File: config.mk
export PLATFORM = sky130hd
export DESIGN_NAME = llec_regs
export DESIGN_NICKNAME = d
export VERILOG_FILES = /design/src/llec_pkg.sv /design/src/llec_regs.sv
export VERILOG_INCLUDE_DIRS = /design/src
export SDC_FILE = /design/constraint.sdc
export NUM_CORES = 1
export LEC_CHECK = 0
export BUFFER_PORTS_ARGS = -buffer_cell sky130_fd_sc_hd__buf_4
export CORE_ASPECT_RATIO = 0.9
export CORE_MARGIN = 8
export CORE_UTILIZATION = 40
export CTS_BUF_LIST = sky130_fd_sc_hd__clkbuf_2 sky130_fd_sc_hd__clkbuf_4 sky130_fd_sc_hd__clkbuf_8
export DETAILED_ROUTE_END_ITERATION = 6
export PLACE_DENSITY_LB_ADDON = 0.08
export SYNTH_ARGS = -nofsm -noshare
export SYNTH_HDL_FRONTEND = slang
export SYNTH_SLANG_ARGS = --single-unit
File: constraint.sdc
create_clock -name clk -period 3.25 [get_ports clk]
set_input_delay 0.8125 -clock clk [delete_from_list [all_inputs] [get_ports clk]]
set_output_delay 0.8125 -clock clk [all_outputs]
set_load 0.02 [all_outputs]
File: src/llec_consts.svh
`ifndef LLEC_CONSTS_SVH
`define LLEC_CONSTS_SVH
// Register byte addresses
`define LLEC_ADDR_FLAGS 12'h000
`define LLEC_ADDR_LOLCNT 12'h004
`define LLEC_ADDR_REFDIV 12'h008
`define LLEC_ADDR_FBMOD 12'h00C
`define LLEC_ADDR_IRQMASK 12'h010
// Flag bit positions
`define LLEC_BIT_LOL 0
`define LLEC_BIT_LMT 1
`define LLEC_BIT_HOLD 2
`define LLEC_BIT_STCH 3
// Field positions, counter limits, state and order codes, reset values
`define LLEC_FBMOD_EN_BIT 7
`define LLEC_CNT_MAX 4'hF
`define LLEC_CNT_ZERO 4'h0
`define LLEC_CNT_THRESH 4'h8
`define LLEC_REFDIV_RST 3'h1
`define LLEC_FBMOD_EN_RST 1'b1
`define LLEC_FBMOD_ORD_RST 2'h1
`define LLEC_STATE_HOLDOVER 3'h2
`define LLEC_MASK_RST 4'h0
`define LLEC_ORDER_RSVD 2'h3
// Field upper bits and reset values
`define LLEC_CNT_MSB 3
`define LLEC_REFDIV_MSB 2
`define LLEC_ORD_MSB 1
`define LLEC_RSVD_LSB 8
`define LLEC_FLAGS_RST 4'h0
`define LLEC_STATE_RST 3'h0
`define LLEC_CNT_STEP 4'h1
`define LLEC_RDATA_ZERO 32'h0000_0000
// Divide ratio one-hot codes toward the analog loop
`define LLEC_ONEHOT_BYP 5'h01
`define LLEC_ONEHOT_DIV2 5'h02
`define LLEC_ONEHOT_DIV4 5'h04
`define LLEC_ONEHOT_DIV8 5'h08
`define LLEC_ONEHOT_DIV16 5'h10
`define LLEC_FBMOD_OUT_EN_RST 1'b0
`define LLEC_FBMOD_OUT_INT_RST 1'b1
`define LLEC_FBMOD_OUT_ORD_RST 2'h0
`endif

File: src/llec_pkg.sv
package llec_pkg;
    typedef enum logic [2:0] {
        LLEC_REF_BYPASS = 3'h0,
        LLEC_REF_DIV2 = 3'h1,
        LLEC_REF_DIV4 = 3'h2,
        LLEC_REF_DIV8 = 3'h3,
        LLEC_REF_DIV16 = 3'h4
    } llec_refdiv_t;
    typedef enum logic [1:0] {
        LLEC_ORD_INT = 2'h0,
        LLEC_ORD_FIRST = 2'h1,
        LLEC_ORD_SECOND = 2'h2
    } llec_order_t;
endpackage

File: src/llec_regs.sv
`timescale 1ns/1ps
`include "llec_consts.svh"
//Contract
// - Any loop state change sets flag bit 3; write one clears it.
// - Entry into holdover sets flag bit 2; write one or soft reset clears it.
// - Locked-to-unlocked transition sets flag bit 0; write one clears.
// - Flag bit 1 set while count exceeds alarm threshold; sticky.
// - Write one to bit 1 ignored while count still exceeds threshold.
// - Four-bit counter increments on every falling edge of lock status.
// - Counter saturates at all ones, never wraps.
// - Software write loads counter; zero clears, nonzero presets.
// - Counter writes accepted only when not clock gated nor soft reset.
// - Reference divider code 0 bypasses; 1..4 divide by 2,4,8,16.
// - Divider applies to reference picked by the analog-loop selector.
// - Bit 7 enables modulator; zero gives constant integer division.
// - Order field bits 1:0: integer, first, second; three reserved.
// - One-bit lock status, one means locked; its fall drives events.
// - Three-bit loop state encoding; any change sets state-change flag.
module llec_regs
    import llec_pkg::*;
(
    input wire logic clk,
    input wire logic rst,
    input wire logic psel,
    input wire logic penable,
    input wire logic pwrite,
    input wire logic [11:0] paddr,
    input wire logic [31:0] pwdata,
    output logic [31:0] prdata,
    output logic pready,
    output logic pslverr,
    input wire logic lock_status,
    input wire logic [2:0] loop_state,
    input wire logic loop_software_reset,
    input wire logic loop_clock_gated,
    input wire logic ref_select,
    input wire logic ref_external,
    input wire logic ref_clkin,
    output logic ref_selected,
    output logic [4:0] ref_div_ratio_onehot,
    output logic fb_modulator_enable,
    output logic [1:0] fb_modulator_order,
    output logic fb_integer_mode,
    output logic irq
);
    // ****************************************
    // Bus decode
    // ****************************************
    logic wr_en;
    logic sel_flags;
    logic sel_cnt;
    logic sel_refdiv;
    logic sel_fbmod;
    logic sel_mask;
    logic [3:0] loop_event_flags;
    logic [3:0] loss_of_lock_count;
    logic [2:0] converter_ref_divider_cfg;
    logic fb_en;
    logic [1:0] fb_order;
    logic [3:0] irq_mask;
    logic lock_q;
    logic [2:0] state_q;
    logic hist_valid;
    logic lol_event;
    logic stch_event;
    logic hold_event;
    logic over_thresh;
    logic cnt_wr_ok;

    // Write-one-to-clear: a one in the write data drops the flag
    function automatic logic llec_w1c(input logic cur, input logic clr);
        return cur & ~clr;
    endfunction

    assign pready = 1'b1;
    assign wr_en = psel && penable && pwrite;
    assign sel_flags = (paddr == `LLEC_ADDR_FLAGS);
    assign sel_cnt = (paddr == `LLEC_ADDR_LOLCNT);
    assign sel_refdiv = (paddr == `LLEC_ADDR_REFDIV);
    assign sel_fbmod = (paddr == `LLEC_ADDR_FBMOD);
    assign sel_mask = (paddr == `LLEC_ADDR_IRQMASK);
    assign pslverr = psel && penable && !(sel_flags || sel_cnt || sel_refdiv || sel_fbmod || sel_mask);

    // Reserved bits read as zero
    always_comb begin
        prdata = `LLEC_RDATA_ZERO;
        if (sel_flags) begin
            prdata[`LLEC_BIT_STCH:0] = loop_event_flags;
        end else if (sel_cnt) begin
            prdata[`LLEC_CNT_MSB:0] = loss_of_lock_count;
        end else if (sel_refdiv) begin
            prdata[`LLEC_REFDIV_MSB:0] = converter_ref_divider_cfg;
        end else if (sel_fbmod) begin
            prdata[`LLEC_FBMOD_EN_BIT] = fb_en;
            prdata[`LLEC_ORD_MSB:0] = fb_order;
        end else if (sel_mask) begin
            prdata[`LLEC_BIT_STCH:0] = irq_mask;
        end
    end

    // ****************************************
    // Event detection
    // ****************************************
    // Inputs come from loop logic on this clock; no synchroniser needed
    always_ff @(posedge clk) begin
        if (rst || loop_software_reset) begin
            lock_q <= 1'b0;
            state_q <= `LLEC_STATE_RST;
            hist_valid <= 1'b0;
        end else begin
            lock_q <= lock_status;
            state_q <= loop_state;
            hist_valid <= 1'b1;
        end
    end

    assign lol_event = hist_valid && lock_q && !lock_status;
    assign stch_event = hist_valid && (state_q != loop_state);
    assign hold_event = stch_event && (loop_state == `LLEC_STATE_HOLDOVER);
    assign over_thresh = loss_of_lock_count > `LLEC_CNT_THRESH;
    assign cnt_wr_ok = !loop_clock_gated && !loop_software_reset;

    // ****************************************
    // Sticky flags, set wins over clear
    // ****************************************
    always_ff @(posedge clk) begin
        if (rst || loop_software_reset) begin
            loop_event_flags <= `LLEC_FLAGS_RST;
        end else begin
            if (wr_en && sel_flags) begin
                loop_event_flags[`LLEC_BIT_LOL] <= llec_w1c(loop_event_flags[`LLEC_BIT_LOL], pwdata[`LLEC_BIT_LOL]);
                loop_event_flags[`LLEC_BIT_HOLD] <= llec_w1c(loop_event_flags[`LLEC_BIT_HOLD], pwdata[`LLEC_BIT_HOLD]);
                loop_event_flags[`LLEC_BIT_STCH] <= llec_w1c(loop_event_flags[`LLEC_BIT_STCH], pwdata[`LLEC_BIT_STCH]);
                // Limit flag holds while the excursion lasts
                if (!over_thresh) begin
                    loop_event_flags[`LLEC_BIT_LMT] <= llec_w1c(loop_event_flags[`LLEC_BIT_LMT],
                        pwdata[`LLEC_BIT_LMT]);
                end
            end
            if (lol_event) begin
                loop_event_flags[`LLEC_BIT_LOL] <= 1'b1;
            end
            if (hold_event) begin
                loop_event_flags[`LLEC_BIT_HOLD] <= 1'b1;
            end
            if (stch_event) begin
                loop_event_flags[`LLEC_BIT_STCH] <= 1'b1;
            end
            if (over_thresh) begin
                loop_event_flags[`LLEC_BIT_LMT] <= 1'b1;
            end
        end
    end

    // ****************************************
    // Loss-of-lock counter
    // ****************************************
    // Software preset takes priority over a coincident lock loss
    always_ff @(posedge clk) begin
        if (rst || loop_software_reset) begin
            loss_of_lock_count <= `LLEC_CNT_ZERO;
        end else if (wr_en && sel_cnt && cnt_wr_ok) begin
            loss_of_lock_count <= pwdata[`LLEC_CNT_MSB:0];
        end else if (lol_event && loss_of_lock_count != `LLEC_CNT_MAX) begin
            loss_of_lock_count <= loss_of_lock_count + `LLEC_CNT_STEP;
        end
    end

    // ****************************************
    // Configuration
    // ****************************************
    always_ff @(posedge clk) begin
        if (rst) begin
            converter_ref_divider_cfg <= `LLEC_REFDIV_RST;
            fb_en <= `LLEC_FBMOD_EN_RST;
            fb_order <= `LLEC_FBMOD_ORD_RST;
            irq_mask <= `LLEC_MASK_RST;
        end else if (wr_en) begin
            if (sel_refdiv) begin
                converter_ref_divider_cfg <= pwdata[`LLEC_REFDIV_MSB:0];
            end
            if (sel_fbmod) begin
                fb_en <= pwdata[`LLEC_FBMOD_EN_BIT];
                fb_order <= pwdata[`LLEC_ORD_MSB:0];
            end
            if (sel_mask) begin
                irq_mask <= pwdata[`LLEC_BIT_STCH:0];
            end
        end
    end

    // Registered outputs toward the analog loop
    always_ff @(posedge clk) begin
        if (rst) begin
            ref_div_ratio_onehot <= `LLEC_ONEHOT_DIV2;
            fb_modulator_enable <= `LLEC_FBMOD_OUT_EN_RST;
            fb_modulator_order <= `LLEC_FBMOD_OUT_ORD_RST;
            fb_integer_mode <= `LLEC_FBMOD_OUT_INT_RST;
        end else begin
            // Unused codes fall back to bypass rather than an odd ratio
            case (converter_ref_divider_cfg)
                LLEC_REF_BYPASS: ref_div_ratio_onehot <= `LLEC_ONEHOT_BYP;
                LLEC_REF_DIV2: ref_div_ratio_onehot <= `LLEC_ONEHOT_DIV2;
                LLEC_REF_DIV4: ref_div_ratio_onehot <= `LLEC_ONEHOT_DIV4;
                LLEC_REF_DIV8: ref_div_ratio_onehot <= `LLEC_ONEHOT_DIV8;
                LLEC_REF_DIV16: ref_div_ratio_onehot <= `LLEC_ONEHOT_DIV16;
                default: ref_div_ratio_onehot <= `LLEC_ONEHOT_BYP;
            endcase
            fb_modulator_enable <= fb_en;
            fb_integer_mode <= !fb_en;
            // Reserved order falls back to integer so the divider stays sane
            fb_modulator_order <= (fb_order == `LLEC_ORDER_RSVD) ? LLEC_ORD_INT : fb_order;
        end
    end

    // Selected reference handed to the divider
    assign ref_selected = ref_select ? ref_external : ref_clkin;

    // ****************************************
    // Interrupt
    // ****************************************
    // Level output; stays high until software clears or masks the flag
    assign irq = |(loop_event_flags & irq_mask);
endmodule // llec_regs

==> key figures <==
Placement
  • Cells after DPL: 328
  • Pre-CTS setup slack: 0.127 ns
  • Routability Congestion: 0.878
  • Detailed Place HPWL: 4.00 mm
  • Buffers on Ports: 47

Yosys
  • Unique cell type count in the Yosys netlist: 49
  • EDFF count, synth: 0
  • Syn. warnings: 0
  • Synth Cell Area: about 1900 µm²
  • Main synth FF type: dfxtp_1
  • Asr flop ratio synth: 0
  • Synth Register Bits: 32
  • Synth Area per Inst: 8.27 µm²
  • Sequential-to-total area share from yosys stat: 0.343
  • Synth Instances: 226

Floorplanning
  • Die ar.: 7120 µm²
  • Core area: between 4000 and 5000 µm²
  • Die H: a little over 80 µm
  • Chip Width: 88.0 µm
  • Initial Util: 0.419
  • Row cnt: 23
  • I/O pin count: a little over 100

Route
  • DRC: 0
  • Drt first pass iters: 4
  • WL final: 5.15 mm
  • Iter 0 DRT Violations: 89
  • Routed WL per cell: 15.3 µm
  • Antenna Nets Post-Route: 0
  • DR vias/cell: 5.05
  • Via count: 1697

Global routing
  • Grt total ovfl: 0
  • Largest net degree at the start of global routing: 21
  • Vias in the first global route: 1639
  • First-pass GRT wire length: 7.85 mm
  • GR Util All Layers: 0.141
  • Initial antenna violation count: 0

Timing
  • Final setup vio count: 0
  • Setup Skew: 0.00536 ns
  • Worst-Margin Slew: 0.620 ns
  • Post-layout min period: 3.09 ns
  • Setup TNS: 0 ns
  • Setup ws final: 0.157 ns
  • Slew Limit Headroom: 0.583
  • Final Hold Fails: 0
  • RSZ-0062 raised after global routing: false
  • Crit share post-route: 0.952
  • Max-slew violation count: 0
  • Max frequency: about 0.32 GHz

Power
  • Leakage: between 1 and 1.5 nW
  • Maximum VDD drop: 0.300 mV
  • Power per cell area: 405 nW/µm²
  • Final Power: between 0.9 and 1 mW

Flow run
  • Maxcap violations: 0

Finish
  • Share of layout cells above drive strength 1: 0.252
  • Final Non-Filler Cells: ~340
  • Commonest non-fill, non-tap cell in the layout: buf_4
  • Area Growth Syn to Fin: 23.9%
  • Commonest non-fill, non-tap cells in the layout: buf_4, dfxtp_1, conb_1
  • Antenna cells: 0
  • Fin util: 0.519
  • Layout fillers: 446
  • Final net count: ~330

Critical path
  • Worst path arrival time: 2.28 ns
  • R2r endpoint: loss_of_lock_count[0]$_SDFFE_PN0P_
  • Worst setup path class: primary input to output port
  • RR Startpoint: loss_of_lock_count[0]$_SDFFE_PN0P_
  • Max FO, Critical Path: 3
  • Internal reg-to-reg setup slack: 1.79 ns
  • Critical path capture point type: output port
  • Worst Reg-to-Reg Cells: 5
  • Worst path required time: 2.44 ns
  • Critical Path Start Type: primary input

CTS
  • Clock latency at the later pin of the worst-skew pair: 0.28 ns
  • CTS Hold Bufs: 0
  • Clock slew at reported path FFs: around 0.070 ns
  • Htree depth: 2
  • TritonCTS clock tree: done
  • Clock sink count: 32
  • Post-CTS Setup Inserts: 0
  • # resized after CTS: 0
  • CTS buffer count: 5
  • Root Buffer: clkbuf_8
  • Clk buf depth: 2

Worst hold path
  • HP Class: flip-flop to flip-flop
  • Hold path startpoint: fb_en$_SDFFE_PP1P_
  • Worst Hold Depth: 1
  • Hold Path End: fb_integer_mode$_SDFF_PP1_

Run status
  • Status: completed
-- routing by layer --
metal  GRT usage  vias up  wire [µm]
met3      0.0393        4        396
met2       0.225       69       2380
met5           0        -          0
li1            -      851          -
met1       0.185      773       2350
met4      0.0304        0         26
-- power by group --
| group | switching [mW] | internal, mW | total (mW) |
|---|---|---|---|
| registers | 0.00256 | 0.397 | 0.400 |
| clock network | 0.147 | 0.270 | 0.418 |
| logic | 0.0769 | 0.0432 | 0.120 |
-- cell usage after synthesis (4+ instances only) --
cell | count | area [µm²]
nor4_1 | 7 | 43.8
o21ai_0 | 14 | 70.1
nor3_1 | 4 | 20.0
and2_1 | 6 | 37.5
mux2i_1 | 4 | 40.0
nand2_1 | 12 | 45.0
inv_1 | 10 | 37.5
a21oi_1 | 16 | 80.1
a22oi_1 | 4 | 30.0
nor2_1 | 9 | 33.8
nand3_1 | 11 | 55.1
buf_4 | 28 | 210
clkbuf_1 | 8 | 30.0
nand4_1 | 6 | 37.5
dfxtp_1 | 32 | 641
-- metrics by stage --
| stage | hold slack [ns] | cell area (µm²) |
|---|---|---|
| 2_1_floorplan | 0.405 | 1970 |
| 3_3_place_gp | 0.430 | 2190 |
| 3_5_place_dp | 0.435 | 2190 |
| 4_1_cts | 0.450 | 2310 |
| 5_1_grt | 0.482 | 2310 |
| 6_report | 0.452 | 2310 |
-- worst max-delay path, stage by stage --
cell and delay, ns:
buf_4 0.11, or4_1 0.56, nor2_1 0.18, nand2_1 0.11, nor4_1 0.30, buf_4 0.20
-- state kept, by name, indices dropped and copies added, names as in the netlist, 2 cells and up --
register / count
loop_event_flags: 4
fb_modulator_order: 2
irq_mask: 4
converter_ref_divider_cfg: 3
fb_order: 2
ref_div_ratio_onehot: 5
loss_of_lock_count: 4
state_q: 3
-- how the worst max path moves through the flow --
stage / endpoint / cells after the start / startpoint / slack, ns
CTS: prdata[7] / 6 / paddr[9] / 0.12
finish: prdata[7] / 6 / paddr[9] / 0.16
floorplan: prdata[7] / 5 / paddr[9] / 0.06
detailed placement: prdata[7] / 6 / paddr[9] / 0.13
global route: prdata[7] / 6 / paddr[9] / 0.03
global placement: prdata[7] / 6 / paddr[9] / 0.14
-- cell type report --
cell class	instances	area [µm²]	share of cell area
multi-input cells	170	1030	0.445
repair buffers	53	398	0.172
well taps	62	77.6	0.0335
clock inverters	1	30.0	0.0130
flip-flops and latches	32	641	0.277
inverters	11	41.3	0.0178
clock buffers	7	96.3	0.0416
-- cell families (layout without fill, tap and decap cells) --
group	after synthesis	count (layout)	synth area share
AO/OA/AOI/OAI	48	48	0.157
XOR/XNOR	3	3	0.0141
adder cells (fa/ha/maj)	2	2	0.0134
buffers and inverters	50	72	0.157
flip-flops	32	32	0.343
multiplexers	7	7	0.0516
other	2	28	0.00402
AND/OR/NAND/NOR	82	82	0.259
(Power assumes the default switching activity.)
